<file path="src/msci_pkg.sv">
// constants and types for the modem status / control / interrupt block
package msci_pkg;
    localparam int ADDR_W = 3;
    localparam int DATA_W = 8;
    // register selects
    localparam logic [2:0] SEL_IER = 3'h1;
    localparam logic [2:0] SEL_CONTROL = 3'h4;
    localparam logic [2:0] SEL_MSR = 3'h6;
    // modem control bits
    localparam int CTRL_TERM = 0;
    localparam int CTRL_RTS = 1;
    localparam int CTRL_IRQ_OE = 3;
    localparam int CTRL_LOOP = 4;
    localparam logic [4:0] CTRL_RESET = 5'h00;
    // interrupt enable bits
    localparam int IER_RX = 0;
    localparam int IER_TX = 1;
    localparam int IER_LINE = 2;
    localparam int IER_MODEM = 3;
    localparam logic [3:0] IER_RESET = 4'h0;
    // modem status bits
    localparam int MSR_CTS_CHG = 0;
    localparam int MSR_DSR_CHG = 1;
    localparam int MSR_TERI = 2;
    localparam int MSR_DCD = 3;
    localparam logic [3:0] FLAGS_RESET = 4'h0;
    localparam logic [7:0] BUS_IDLE = 8'h00;
    typedef enum logic [1:0] {
        MSCI_IDLE,
        MSCI_READ,
        MSCI_WRITE
    } msci_acc_t;
endpackage

</file>
<file path="src/msci_top.sv">
// modem handshake, modem status and channel interrupt logic
`timescale 1ns/100ps
module msci_top
    import msci_pkg::*;
(
    input wire logic clk,
    input wire logic reset,
    input wire logic channel0_select_n,
    input wire logic read_strobe_n,
    input wire logic write_strobe_n,
    input wire logic [msci_pkg::ADDR_W-1:0] reg_select,
    input wire logic [msci_pkg::DATA_W-1:0] data_in,
    output logic [msci_pkg::DATA_W-1:0] data_out,
    output logic data_oe,
    input wire logic clear_send_n,
    input wire logic ready_in_n,
    input wire logic ring_n,
    input wire logic carrier_n,
    input wire logic rx_error,
    input wire logic rx_ready,
    input wire logic tx_empty,
    output logic terminal_ready_n,
    output logic request_send_n,
    output logic channel_irq,
    output logic channel_irq_oe
);
    import msci_pkg::*;

    // ************************************************
    // host access decode
    // ************************************************
    logic rd_now;
    logic wr_now;
    logic rd_reg;
    logic wr_reg;
    msci_acc_t acc_reg;
    logic status_read;
    logic ier_read;
    logic [msci_pkg::ADDR_W-1:0] rd_sel_reg;
    logic [4:0] modem_control_reg;
    logic [3:0] ier_reg;
    logic [3:0] flags_reg;
    logic [3:0] level_reg;
    logic tx_pend_reg;
    logic tx_prev_reg;
    logic [7:0] status_now;

    assign rd_now = !channel0_select_n && !read_strobe_n;
    assign wr_now = !channel0_select_n && !write_strobe_n;

    // strobe edge tracking: act once per strobe
    always_ff @(posedge clk) begin
        if (reset) begin
            rd_reg <= 1'b0;
            wr_reg <= 1'b0;
            acc_reg <= MSCI_IDLE;
        end else begin
            rd_reg <= rd_now;
            wr_reg <= wr_now;
            case ({rd_now, wr_now})
                2'b10: acc_reg <= MSCI_READ;
                2'b01: acc_reg <= MSCI_WRITE;
                default: acc_reg <= MSCI_IDLE;
            endcase
        end
    end

    // the host may move the register select together with the strobe release,
    // so the read target is held from the last cycle the strobe was seen
    always_ff @(posedge clk) begin
        if (reset) begin
            rd_sel_reg <= '0;
        end else if (rd_now) begin
            rd_sel_reg <= reg_select;
        end
    end

    // status flags clear at the end of a status read
    assign status_read = rd_reg && !rd_now && (rd_sel_reg == SEL_MSR);
    assign ier_read = rd_reg && !rd_now && (rd_sel_reg == SEL_IER);

    // ************************************************
    // control registers
    // ************************************************
    always_ff @(posedge clk) begin
        if (reset) begin
            modem_control_reg <= CTRL_RESET;
            ier_reg <= IER_RESET;
        end else if (wr_now && !wr_reg) begin
            if (reg_select == SEL_CONTROL) begin
                modem_control_reg <= data_in[4:0];
            end
            if (reg_select == SEL_IER) begin
                ier_reg <= data_in[3:0];
            end
        end
    end

    // ************************************************
    // modem status inputs and change flags
    // ************************************************
    // level_reg holds last sampled active-low inputs: cts, dsr, ri, dcd
    // it keeps sampling through reset so a pin already active gives no false change
    always_ff @(posedge clk) begin
        level_reg <= {carrier_n, ring_n, ready_in_n, clear_send_n};
    end

    // set wins over clear so a change on the clearing edge is kept
    always_ff @(posedge clk) begin
        if (reset) begin
            flags_reg <= FLAGS_RESET;
        end else begin
            flags_reg[MSR_CTS_CHG] <= (flags_reg[MSR_CTS_CHG] && !status_read)
                || (clear_send_n != level_reg[0]);
            flags_reg[MSR_DSR_CHG] <= (flags_reg[MSR_DSR_CHG] && !status_read)
                || (ready_in_n != level_reg[1]);
            flags_reg[MSR_TERI] <= (flags_reg[MSR_TERI] && !status_read)
                || (ring_n && !level_reg[2]);
            flags_reg[MSR_DCD] <= (flags_reg[MSR_DCD] && !status_read)
                || (carrier_n != level_reg[3]);
        end
    end

    // status byte: complement levels above change flags
    assign status_now = {~level_reg[3], ~level_reg[2], ~level_reg[1], ~level_reg[0],
        flags_reg};

    // ************************************************
    // read data path
    // ************************************************
    always_ff @(posedge clk) begin
        if (reset) begin
            data_out <= BUS_IDLE;
            data_oe <= 1'b0;
        end else begin
            data_oe <= rd_now;
            case (reg_select)
                SEL_MSR: data_out <= status_now;
                SEL_CONTROL: data_out <= {3'h0, modem_control_reg};
                SEL_IER: data_out <= {4'h0, ier_reg};
                default: data_out <= BUS_IDLE;
            endcase
        end
    end

    // ************************************************
    // transmit-empty interrupt: cleared by reading the enable register
    // ************************************************
    always_ff @(posedge clk) begin
        if (reset) begin
            tx_pend_reg <= 1'b0;
            tx_prev_reg <= 1'b0;
        end else begin
            tx_prev_reg <= tx_empty;
            tx_pend_reg <= (tx_pend_reg && !ier_read && tx_empty)
                || (tx_empty && !tx_prev_reg);
        end
    end

    // ************************************************
    // modem outputs and interrupt pin
    // ************************************************
    always_ff @(posedge clk) begin
        if (reset) begin
            terminal_ready_n <= 1'b1;
            request_send_n <= 1'b1;
            channel_irq <= 1'b0;
            channel_irq_oe <= 1'b0;
        end else begin
            terminal_ready_n <= !(modem_control_reg[CTRL_TERM]
                && !modem_control_reg[CTRL_LOOP]);
            request_send_n <= !(modem_control_reg[CTRL_RTS]
                && !modem_control_reg[CTRL_LOOP]);
            channel_irq_oe <= modem_control_reg[CTRL_IRQ_OE];
            channel_irq <= (ier_reg[IER_LINE] && rx_error)
                || (ier_reg[IER_RX] && rx_ready)
                || (ier_reg[IER_TX] && tx_pend_reg)
                || (ier_reg[IER_MODEM] && (|flags_reg));
        end
    end
endmodule

</file>
<file path="config.mk">
export PLATFORM = sky130hd
export DESIGN_NAME = msci_top
export DESIGN_NICKNAME = d
export VERILOG_FILES = /design/src/msci_pkg.sv /design/src/msci_top.sv
export SDC_FILE = /design/constraint.sdc
export NUM_CORES = 1
export LEC_CHECK = 0
export ABC_AREA = 0
export BUFFER_PORTS_ARGS = -buffer_cell sky130_fd_sc_hd__buf_2
export CORE_MARGIN = 5
export CORE_UTILIZATION = 50
export CTS_CLUSTER_DIAMETER = 120
export DETAILED_ROUTE_END_ITERATION = 16
export PLACE_DENSITY = 0.88
export SLEW_MARGIN = 20
export SYNTH_ARGS = -nofsm -noshare
export SYNTH_HDL_FRONTEND = slang
export SYNTH_SLANG_ARGS = --single-unit
export TNS_END_PERCENT = 50
</file>
<file path="constraint.sdc">
create_clock -name clk -period 4 [get_ports clk]
set_clock_uncertainty 0.05 [all_clocks]
set_input_delay 0.8 -clock clk [delete_from_list [all_inputs] [get_ports clk]]
set_output_delay 0.8 -clock clk [all_outputs]
set_load 0.01 [all_outputs]
</file>
# [Word-level counts from Yosys, hierarchy flattened]
# Index checks and enable logic that the tools add are counted.
[classes] eq_ne=8 reduce_logical=43 mux=1 n_bitwise=4
[op_table] op="8-bit one-hot mux with 3 select lines" count=1
[op_table] op="1-bit logical AND" count=20
[op_table] op="1-bit logical NOT" count=12
[op_table] op="3-bit == test, second input constant" count=3
[op_table] op="1-bit logical OR" count=8
[op_table] op="3-bit by 1-bit == test with 1-bit output, second input constant" count=2
[op_table] op="1-bit inverter" count=4
[op_table] op="2-bit AND reduction" count=2
[op_table] op="4-bit OR reduction" count=1
[op_table] op="1-bit inequality test" count=3
[totals] register_bits=36 word_cells=70 input_bits=23

# [Longest topological paths before layout]
# Gate-level depths: netlist of run 1.
[depth] ltp_word=9 mapped_depth=5 depth_no_buf=3

# [Worst setup path after synthesis of run 1]
# OpenSTA, ideal clock, no wires.
[synth_timing] path_kind="input to register" start="input reg_select[1] (netlist name)" end="register modem_control_reg[0]" cell_stages=5 path_buffers=2 setup_time_ns=0.072 arrival_time_ns=1.687 required_time_ns=3.878 slack_ns=2.192 path_cell_list="buf_6 nor4_4 and2_1 buf_6 mux2i_1"
[synth_between] elab_chain_len=2
[synth_lines] item="from (decl)" line="msci_top.sv:11" source="input wire logic [msci_pkg::ADDR_W-1:0] reg_select,"
[synth_lines] item="3-bit == test" line="msci_top.sv:90" source="if (reg_select == SEL_CONTROL) begin"
[synth_lines] item="2-bit AND reduction (no line)"
[synth_lines] item="to (signal assigned)" line="msci_top.sv:91" source="modem_control_reg <= data_in[4:0];"
[synth_lines] item="to (decl)" line="msci_top.sv:40" source="logic [4:0] modem_control_reg;"
# No other way between the ends.
# A chain may end at the register's enable or synchronous reset.

# [Worst setup path in the final report of run 1]
[layout_timing] start="input reg_select[2] (netlist name)" end="register modem_control_reg[2]"
# The elaborated chain is that of the path after synthesis.

==> flow_summary.yaml, run 1 <==
layout:
  drive_gt1_frac: 0.290
  inserted_diodes: 0
  layout.cells.most_common: "sky130_fd_sc_hd__dfxtp_1"
  fill_cells: 219
  area_overhead_vs_synth_pct: 17.8
  largest_register_ffs: 8
  fin_nets: 184
  layout_common_cells: "36 x sky130_fd_sc_hd__dfxtp_1, 32 x sky130_fd_sc_hd__buf_2, 16 x sky130_fd_sc_hd__nand2b_1"
run_status:
  result_of_the_run: "finished clean"
drt:
  route.detailed.wl_per_inst_um: 13.6
  route.detailed.vias_per_inst: 5.30
  detail-route-antenna-nets: 0
  drt_iter0_drc: 34
  firstDrtPassIters: 4
  remaining_drc_errors: 0
  postRouteWirelength_um: 2620
  vias: 1018
sta:
  timing.max_slew.rel_slack: 0.610
  clock.fmax_mhz: 569
  finalSetupViolations: 0
  slew_violations: 0
  setup_tns_ns: 0
  finalHoldViolations: 0
  finalCriticalPeriod_ns: 1.76
  rsz0062_at_grt: "no"
  post-route-period-util: 0.439
  final.hold.worst_slack_ns: 0.369
  worst_slack_ns: 2.24
  worst_slew_pin_tran_ns: 0.584
die:
  die-height_um: 61.7
  chipWidth_um: 61.7
  core_area_mm2: 0.00252
  start_util: 0.529
  rows: 18
  ios: 36
  die_outline_area_mm2: 0.00380
setup_path:
  worst_setup_path_startpoint: "reg_select[2]"
  cp-start-kind: "input pin"
  r2r-end: "modem_control_reg[2]"
  critPathRequiredTime_ns: 4.23
  timing.rr.start: "wr_reg"
  critical_path.top_delay_family: "simple AND/OR/NAND/NOR gates"
  worst_path_arrival_time_ns: 1.99
  setup.worst_path.class: "in -> reg"
  r2r_cells: 3
  worst_setup_path_end_kind: "flop"
  worst_path_largest_cell_delay_ns: 0.50
  regToRegSetupSlack_ns: 2.75
  critPathSlowestCell: "sky130_fd_sc_hd__nor2b_1"
  cp.buffers_inverters: 1
  timing.critical_path.fanout_max: 9
  cell_by_cell_trace_of_the_critical_path: "buf_2 -> nor2b_1 -> and2_1 -> mux2i_1"
placement:
  placement.io_buffers: 32
  dp_hpwl_um: 1950
  placement.setup.worst_slack_ns: 1.90
  place_congestion: 0.811
grt:
  vias_in_the_first_global_route: 1025
  grt_first_pass_wirelength_um: 4310
  grt_use_total: 0.162
  final_global_route_overflow_total: 0
  grt_antenna_before_repair: 0
  grt_start_max_net_pins: 36
clock_tree:
  path_clk_slew_ns: 0.10
  hold_buffers: 0
  postCtsSetupRepairBufs: 0
  tritoncts_clock_tree: "done"
  clockBufferDepth: 2
  clkLatencyLatePin_ns: 0.36
  cts_sinks: 36
  ctsHtreeMaxLevel: 2
  cts_repair_resize_count: 0
  cts-buffers-inserted: 5
  root_buffer: "sky130_fd_sc_hd__clkbuf_4"
synthesis:
  postSynthCellCount: 128
  yosys.cell_types.count: 29
  post_syn_nets: 151
  synthesis_stage_register_bit_count: 36
  synth_top_flop_cell: "sky130_fd_sc_hd__dfxtp_1"
  number_of_flops_mapped_to_enable_cells_by_yosys: 0
  async_reset_ff_frac: 0
  syn-cell-area_mm2: 0.00134
  syn-mean-instance-area_um2: 10.4
  yosys_warnings: 0
  synth_seq_area_share: 0.540
power:
  netSwitchingPower_uw: 157
  cellLeakagePower_nw: 0.669
  power.share.sequential: 0.556
  power-per-cell-area_mw_per_mm2: 435
  irDropWorstVdd_mv: 0.336
  switch_share: 0.230
  clock_group_share_of_total_power: 0.370
  combinational_power_share: 0.075
  post-layout-total-power_uw: 684
  internal-power_uw: 527
worst_hold_path:
  hp-class: "reg -> reg"
  holdCritStartpoint: "modem_control_reg[0]"
  min_delay_worst_endpoint: "terminal_ready_n"
  worstHoldPathCells: 1
flow_run:
  max-cap-violations: 0
## worst reg2reg max path: cells and delay by family (launching register included)
family / cells / cell delay [ns]
multiplexers: 1 / 0.22
AND/OR/NAND/NOR: 2 / 0.56
flip-flops: 1 / 0.34
## power by group through the flow
stage | Clock, mW | Combinational (mW) | Sequential [mW]
detailed placement | 0 | 0.0511 | 0.388
global route | 0.275 | 0.0579 | 0.382
floorplan | 0 | 0.0319 | 0.387
global placement | 0 | 0.0493 | 0.387
CTS | 0.262 | 0.0513 | 0.380
finish | 0.253 | 0.0510 | 0.380
## metrics by stage
step / util / cells / instance area [um2]
3_5_place_dp: 0.592 / 184 / 1490
6_report: 0.624 / 192 / 1570
4_1_cts: 0.624 / 192 / 1570
2_1_floorplan: - / 128 / 1340
3_3_place_gp: 0.592 / 184 / 1490
5_1_grt: 0.624 / 192 / 1570
## cell families (layout without fill, tap and decap cells)
family                 count (synthesis)  in the layout  synth area share
AO/OA/AOI/OAI                         22             22             0.109
AND/OR/NAND/NOR                       46             46             0.200
multiplexers                          12             12            0.0937
buffers and inverters                  9             43            0.0384
XOR/XNOR                               3              3            0.0197
flip-flops                            36             36             0.540
## layout make-up
cell class	count	area [um2]	share of cell area
Timing Repair Buffer	32	160	0.102
Inverter	3	11.3	0.00716
Clock buffer	5	37.5	0.0239
Sequential cell	36	721	0.458
Clock inverter	3	42.5	0.0270
Tap cell	30	37.5	0.0239
Multi-Input combinational cell	83	563	0.358
## layer usage
metal | routed length [um] | vias to the layer above | GRT usage | share of wire
li1 | - | 507 | - | -
met1 | 1090 | 468 | 0.180 | 0.41
met2 | 1240 | 35 | 0.260 | 0.48
met3 | 213 | 8 | 0.0503 | 0.081
met4 | 72 | 0 | 0.118 | 0.028
met5 | 0 | - | 0 | 0
## worst max path at each step
| stage | slack [ns] | to | cells past startpoint |
|---|---|---|---|
| final | 2.24 | modem_control_reg[2] | 4 |
| after global routing | 2.15 | modem_control_reg[3] | 4 |
| after CTS | 2.27 | modem_control_reg[2] | 4 |
| after detailed placement | 1.90 | modem_control_reg[2] | 4 |
| after global placement | 1.94 | modem_control_reg[2] | 4 |
| after floorplan | 2.19 | modem_control_reg[0] | 5 |
## Yosys cell counts, types with 2 or more instances
library cell,count,area [um2]
sky130_fd_sc_hd__buf_2,2,10.0
sky130_fd_sc_hd__o21ai_0,5,25.0
sky130_fd_sc_hd__mux2i_1,8,80.1
sky130_fd_sc_hd__nor3_1,3,15.0
sky130_fd_sc_hd__clkbuf_1,2,7.51
sky130_fd_sc_hd__inv_1,3,11.3
sky130_fd_sc_hd__nor2_1,9,33.8
sky130_fd_sc_hd__nor3b_1,2,15.0
sky130_fd_sc_hd__a21oi_1,5,25.0
sky130_fd_sc_hd__nand2b_1,16,100
sky130_fd_sc_hd__xnor2_1,3,26.3
sky130_fd_sc_hd__nor2b_1,2,12.5
sky130_fd_sc_hd__nand2_1,8,30.0
sky130_fd_sc_hd__buf_6,2,22.5
sky130_fd_sc_hd__mux2_2,4,45.0
sky130_fd_sc_hd__dfxtp_1,36,721
sky130_fd_sc_hd__a22oi_1,4,30.0
sky130_fd_sc_hd__o22ai_1,3,18.8
(Power assumes the default switching activity.)
==> run 2, diff against run 1 <==
==> constraint.sdc (replaced) <==
create_clock -name clk -period 1.7 [get_ports clk]
set_clock_uncertainty 0.05 [all_clocks]
set_input_delay 0.34 -clock clk [delete_from_list [all_inputs] [get_ports clk]]
set_output_delay 0.34 -clock clk [all_outputs]
set_load 0.01 [all_outputs]
==> flow_summary.yaml, run 2 (synthesized netlist as in run 1, its figures left out) <==
sta:
  setup_tns_ns: 0
  worst_slew_pin_tran_ns: 0.504
  final.hold.worst_slack_ns: 0.0711
  finalSetupViolations: 0
  finalCriticalPeriod_ns: 1.25
  post-route-period-util: 0.738
  worst_slack_ns: 0.445
  finalHoldViolations: 0
  clock.fmax_mhz: 797
  rsz0062_at_grt: "no"
  slew_violations: 0
  timing.max_slew.rel_slack: 0.663
power:
  cellLeakagePower_nw: 0.681
  power.share.sequential: 0.592
  irDropWorstVdd_mv: 0.626
  internal-power_mw: 1.17
  clock_group_share_of_total_power: 0.325
  netSwitchingPower_uw: 342
  power-per-cell-area_mw_per_mm2: 957
  combinational_power_share: 0.083
  switch_share: 0.226
clock_tree:
  hold_buffers: 0
  path_clk_slew_ns: 0.10
  ctsHtreeMaxLevel: 2
  cts_sinks: 36
  clkLatencyLatePin_ns: 0.33
  cts_repair_resize_count: 0
  postCtsSetupRepairBufs: 0
  clockBufferDepth: 2
  tritoncts_clock_tree: "done"
  cts-buffers-inserted: 5
  root_buffer: "sky130_fd_sc_hd__clkbuf_4"
drt:
  vias: 1033
  met3_length_um: 220
  postRouteWirelength_um: 2740
  firstDrtPassIters: 4
  met1Wirelength_um: 1170
  detail-route-antenna-nets: 0
  remaining_drc_errors: 0
  route.detailed.wl_per_inst_um: 14.1
  route.detailed.vias_per_inst: 5.32
  drt_iter0_drc: 92
  maxUsedRoutingLayer: "met4"
  dr_wl_met2_um: 1280
flow_run:
  max-cap-violations: 0
placement:
  place_congestion: 0.840
  placement.setup.worst_slack_ns: 0.144
  dp_hpwl_um: 2040
  dpl.cell_count: 187
  placement.io_buffers: 32
setup_path:
  cp-start-kind: "flop"
  critPathRequiredTime_ns: 1.91
  r2r-end: "modem_control_reg[1]"
  regToRegSetupSlack_ns: 0.45
  timing.critical_path.fanout_max: 4
  r2r_cells: 3
  worst_setup_path_end_kind: "flop"
  worst_path_arrival_time_ns: 1.47
  timing.rr.start: "wr_reg"
  setup.worst_path.class: "reg -> reg"
  worst_setup_path_startpoint: "wr_reg"
grt:
  final_global_route_overflow_total: 0
  grt_start_max_net_pins: 36
  grt_use_total: 0.171
  grt_antenna_before_repair: 0
  vias_in_the_first_global_route: 1011
  grt_first_pass_wirelength_um: 4660
layout:
  fin_nets: 187
  inserted_diodes: 0
  final_cell_count_no_fill: 194
  largest_register_ffs: 8
  area_overhead_vs_synth_pct: 18.4
  layout.cells.most_common: "sky130_fd_sc_hd__dfxtp_1"
  layout_common_cells: "36 x sky130_fd_sc_hd__dfxtp_1, 32 x sky130_fd_sc_hd__buf_2, 16 x sky130_fd_sc_hd__nand2b_1"
  drive_gt1_frac: 0.299
worst_hold_path:
  worstHoldPathCells: 1
  hp-class: "in -> reg"
  min_delay_worst_endpoint: "level_reg[2]"
  holdCritStartpoint: "ring_n"
die:
  die-height_um: 61.7
  die_outline_area_mm2: 0.00380
  chipWidth_um: 61.7
  rows: 18
  ios: 36
  core_area_mm2: 0.00252
  start_util: 0.529
run_status:
  result_of_the_run: "finished clean"
[run 2: cell count changes in the layout (fill, tap and decap cells not counted)]
| cell | change |
|---|---|
| sky130_fd_sc_hd__buf_4 | +3 |
| sky130_fd_sc_hd__bufinv_16 | -1 |
| sky130_fd_sc_hd__clkbuf_8 | +2 |
| sky130_fd_sc_hd__clkinv_2 | -1 |
| sky130_fd_sc_hd__clkinvlp_4 | -1 |
[run 2: worst max path at each step]
stage | endpoint | slack (ns) | cells past startpoint
2_1_floorplan | modem_control_reg[0] | 0.35 | 5
3_3_place_gp | modem_control_reg[3] | 0.22 | 4
3_5_place_dp | modem_control_reg[1] | 0.14 | 4
4_1_cts | modem_control_reg[1] | 0.44 | 3
5_1_grt | modem_control_reg[1] | 0.35 | 3
6_report | modem_control_reg[1] | 0.45 | 3
[run 2: worst max-delay path: stages, from the launching register on]
cell and delay (ns):
sky130_fd_sc_hd__dfxtp_1 0.33, sky130_fd_sc_hd__nor4_4 0.25, sky130_fd_sc_hd__and2_1 0.32, sky130_fd_sc_hd__mux2i_1 0.23
[run 2: routing by layer]
layer | vias to the layer above | global-route usage
met5 | - | 0
met4 | 0 | 0.0848
met3 | 9 | 0.0671
met2 | 39 | 0.262
met1 | 473 | 0.208
li1 | 512 | -
[run 2: area by class of cell]
class / instances / area [um2]
fill: 214 / 942
sequential: 36 / 721
multi-input combinational: 83 / 563
timing repair buffer: 35 / 183
clock buffer: 7 / 65.1
tap: 30 / 37.5
inverter: 3 / 11.3
[run 2: power groups by stage]
stage               logic (mW)  registers (mW)  clock network (mW)
floorplan               0.0751           0.911                   0
global placement         0.119           0.912                   0
detailed placement       0.125           0.914                   0
CTS                      0.126           0.895               0.506
global route             0.143           0.899               0.539
finish                   0.126           0.895               0.492
[run 2: metrics by stage]
step	util	cell area (um2)	power [mW]
after detailed placement	0.601	1520	1.04
after global routing	0.626	1580	1.58
after floorplan	-	1340	0.986
after CTS	0.626	1580	1.53
after global placement	0.601	1520	1.03
final	0.626	1580	1.51
==> run 3, diff against run 2 <==
==> constraint.sdc (replaced) <==
create_clock -name clk -period 1.28 [get_ports clk]
set_clock_uncertainty 0.05 [all_clocks]
set_input_delay 0.256 -clock clk [delete_from_list [all_inputs] [get_ports clk]]
set_output_delay 0.256 -clock clk [all_outputs]
set_load 0.01 [all_outputs]
==> flow_summary.yaml, run 3 (synthesized netlist as in run 1, its figures left out) <==
placement:
  placement.io_buffers: 32
  place_area_mm2: 0.00155
  place_congestion: 0.841
  dp_hpwl_um: 2220
  placement.setup.worst_slack_ns: -0.0931
setup_path:
  worst_path_arrival_time_ns: 1.40
  critPathSlowestCell: "sky130_fd_sc_hd__dfxtp_1"
  cp.buffers_inverters: 0
  worst_setup_path_end_kind: "flop"
  worst_path_largest_cell_delay_ns: 0.34
  cp-start-kind: "flop"
  critical_path.top_delay_family: "simple AND/OR/NAND/NOR gates"
  critPathRequiredTime_ns: 1.50
  timing.critical_path.fanout_max: 4
  setup.worst_path.class: "reg -> reg"
  cell_by_cell_trace_of_the_critical_path: "nor4_4 -> and2_1 -> mux2i_1"
clock_tree:
  postCtsSetupRepairBufs: 0
  clkLatencyLatePin_ns: 0.34
  tritoncts_clock_tree: "done"
  path_clk_slew_ns: 0.11
  root_buffer: "sky130_fd_sc_hd__clkbuf_4"
  cts-buffers-inserted: 5
  clockBufferDepth: 2
  cts_sinks: 36
  ctsHtreeMaxLevel: 2
sta:
  finalCriticalPeriod_ns: 1.18
  worst_slack_ns: 0.0982
  post-route-period-util: 0.923
  worst_slew_pin_tran_ns: 0.424
  clock.fmax_mhz: 846
  slew_violations: 0
  finalSetupViolations: 0
  timing.max_slew.rel_slack: 0.717
  finalHoldViolations: 0
  rsz0062_at_grt: "no"
grt:
  final_global_route_overflow_total: 0
  vias_in_the_first_global_route: 1041
  grt_first_pass_wirelength_um: 4590
  grt_start_max_net_pins: 31
  grt_use_total: 0.175
  grt_antenna_before_repair: 0
die:
  die_outline_area_mm2: 0.00380
  chipWidth_um: 61.7
  core_area_mm2: 0.00252
  start_util: 0.529
  die-height_um: 61.7
  ios: 36
  rows: 18
drt:
  route.detailed.wl_per_inst_um: 14.6
  firstDrtPassIters: 4
  postRouteWirelength_um: 2980
  drt_iter0_drc: 54
  remaining_drc_errors: 0
  vias: 1065
  route.detailed.vias_per_inst: 5.22
  detail-route-antenna-nets: 0
power:
  cellLeakagePower_nw: 0.723
  power-per-cell-area_mw_per_mm2: 1210
  irDropWorstVdd_mv: 0.874
layout:
  largest_register_ffs: 8
  area_overhead_vs_synth_pct: 23.9
  layout.cells.most_common: "sky130_fd_sc_hd__dfxtp_1"
  post-route-cell-area_mm2: 0.00165
  inserted_diodes: 0
  fill_cells: 197
  drive_gt1_frac: 0.316
  layout_common_cells: "36 x sky130_fd_sc_hd__dfxtp_1, 32 x sky130_fd_sc_hd__buf_2, 16 x sky130_fd_sc_hd__nand2b_1"
  fin_nets: 196
  utilization: 0.656
worst_hold_path:
  hp-class: "in -> reg"
run_status:
  result_of_the_run: "finished clean"
flow_run:
  max-cap-violations: 0
[run 3: cell count changes in the layout (fill, tap and decap cells not counted)]
cell,delta
sky130_fd_sc_hd__clkbuf_8,-1
sky130_fd_sc_hd__dlygate4sd3_1,+4
sky130_fd_sc_hd__buf_4,+5
sky130_fd_sc_hd__clkinv_2,+2
[run 3: layout make-up]
cell class	count	area (um2)	area share
repair buffers	44	260	0.157
well taps	30	37.5	0.0227
clock inverters	2	10.0	0.00605
flip-flops and latches	36	721	0.436
clock buffers	6	51.3	0.0310
multi-input cells	83	563	0.340
inverters	3	11.3	0.00681
[run 3: metal layers]
| metal | track usage | part of all wire | up-vias |
|---|---|---|---|
| met1 | 0.189 | 0.41 | 501 |
| met4 | 0.0848 | 0.019 | 0 |
| met5 | 0 | 0 | - |
| li1 | - | - | 532 |
| met3 | 0.0692 | 0.059 | 6 |
| met2 | 0.297 | 0.51 | 26 |
[run 3: stage by stage]
step	setup TNS, ns	total power [mW]	hold WS [ns]	std cells
6_report	0	2.01	0.0645	204
5_1_grt	0	2.10	0.0623	204
4_1_cts	0	2.03	0.0547	204
3_5_place_dp	-0.449	1.39	0.338	192
3_3_place_gp	-0.189	1.38	0.324	192
2_1_floorplan	0	1.31	0.234	128
[run 3: repair_timing]
| item | 4_1_cts | 5_1_grt |
|---|---|---|
| resized for setup | 0 | 0 |
| hold buffers | 4 | 0 |
| endpoints found under the hold margin | 4 | 0 |
[run 3: where the power goes]
part / switching (mW) / leakage, nW / total (mW) / internal, mW
Combinational: 0.0901 / 0.390 / 0.189 / 0.0992
Clock: 0.369 / 0.0380 / 0.630 / 0.261
Sequential: 0.0280 / 0.295 / 1.19 / 1.16
Total: 0.487 / 0.723 / 2.01 / 1.52
[run 3: worst register-to-register path, cell delays in order, from the launching register on]
cell,delay (ns)
sky130_fd_sc_hd__dfxtp_1,0.34
sky130_fd_sc_hd__nor4_4,0.16
sky130_fd_sc_hd__and2_1,0.32
sky130_fd_sc_hd__mux2i_1,0.24
[run 3: final timing paths]
| path | start | end | slack, ns | cells after the start |
|---|---|---|---|---|
| max | wr_reg | modem_control_reg[1] | 0.1 | 3 |
| min | write_strobe_n | wr_reg | 0.06 | 2 |
| max reg2reg | wr_reg | modem_control_reg[1] | 0.1 | 3 |
| min reg2reg | level_reg[2] | data_out[6] | 0.38 | 1 |
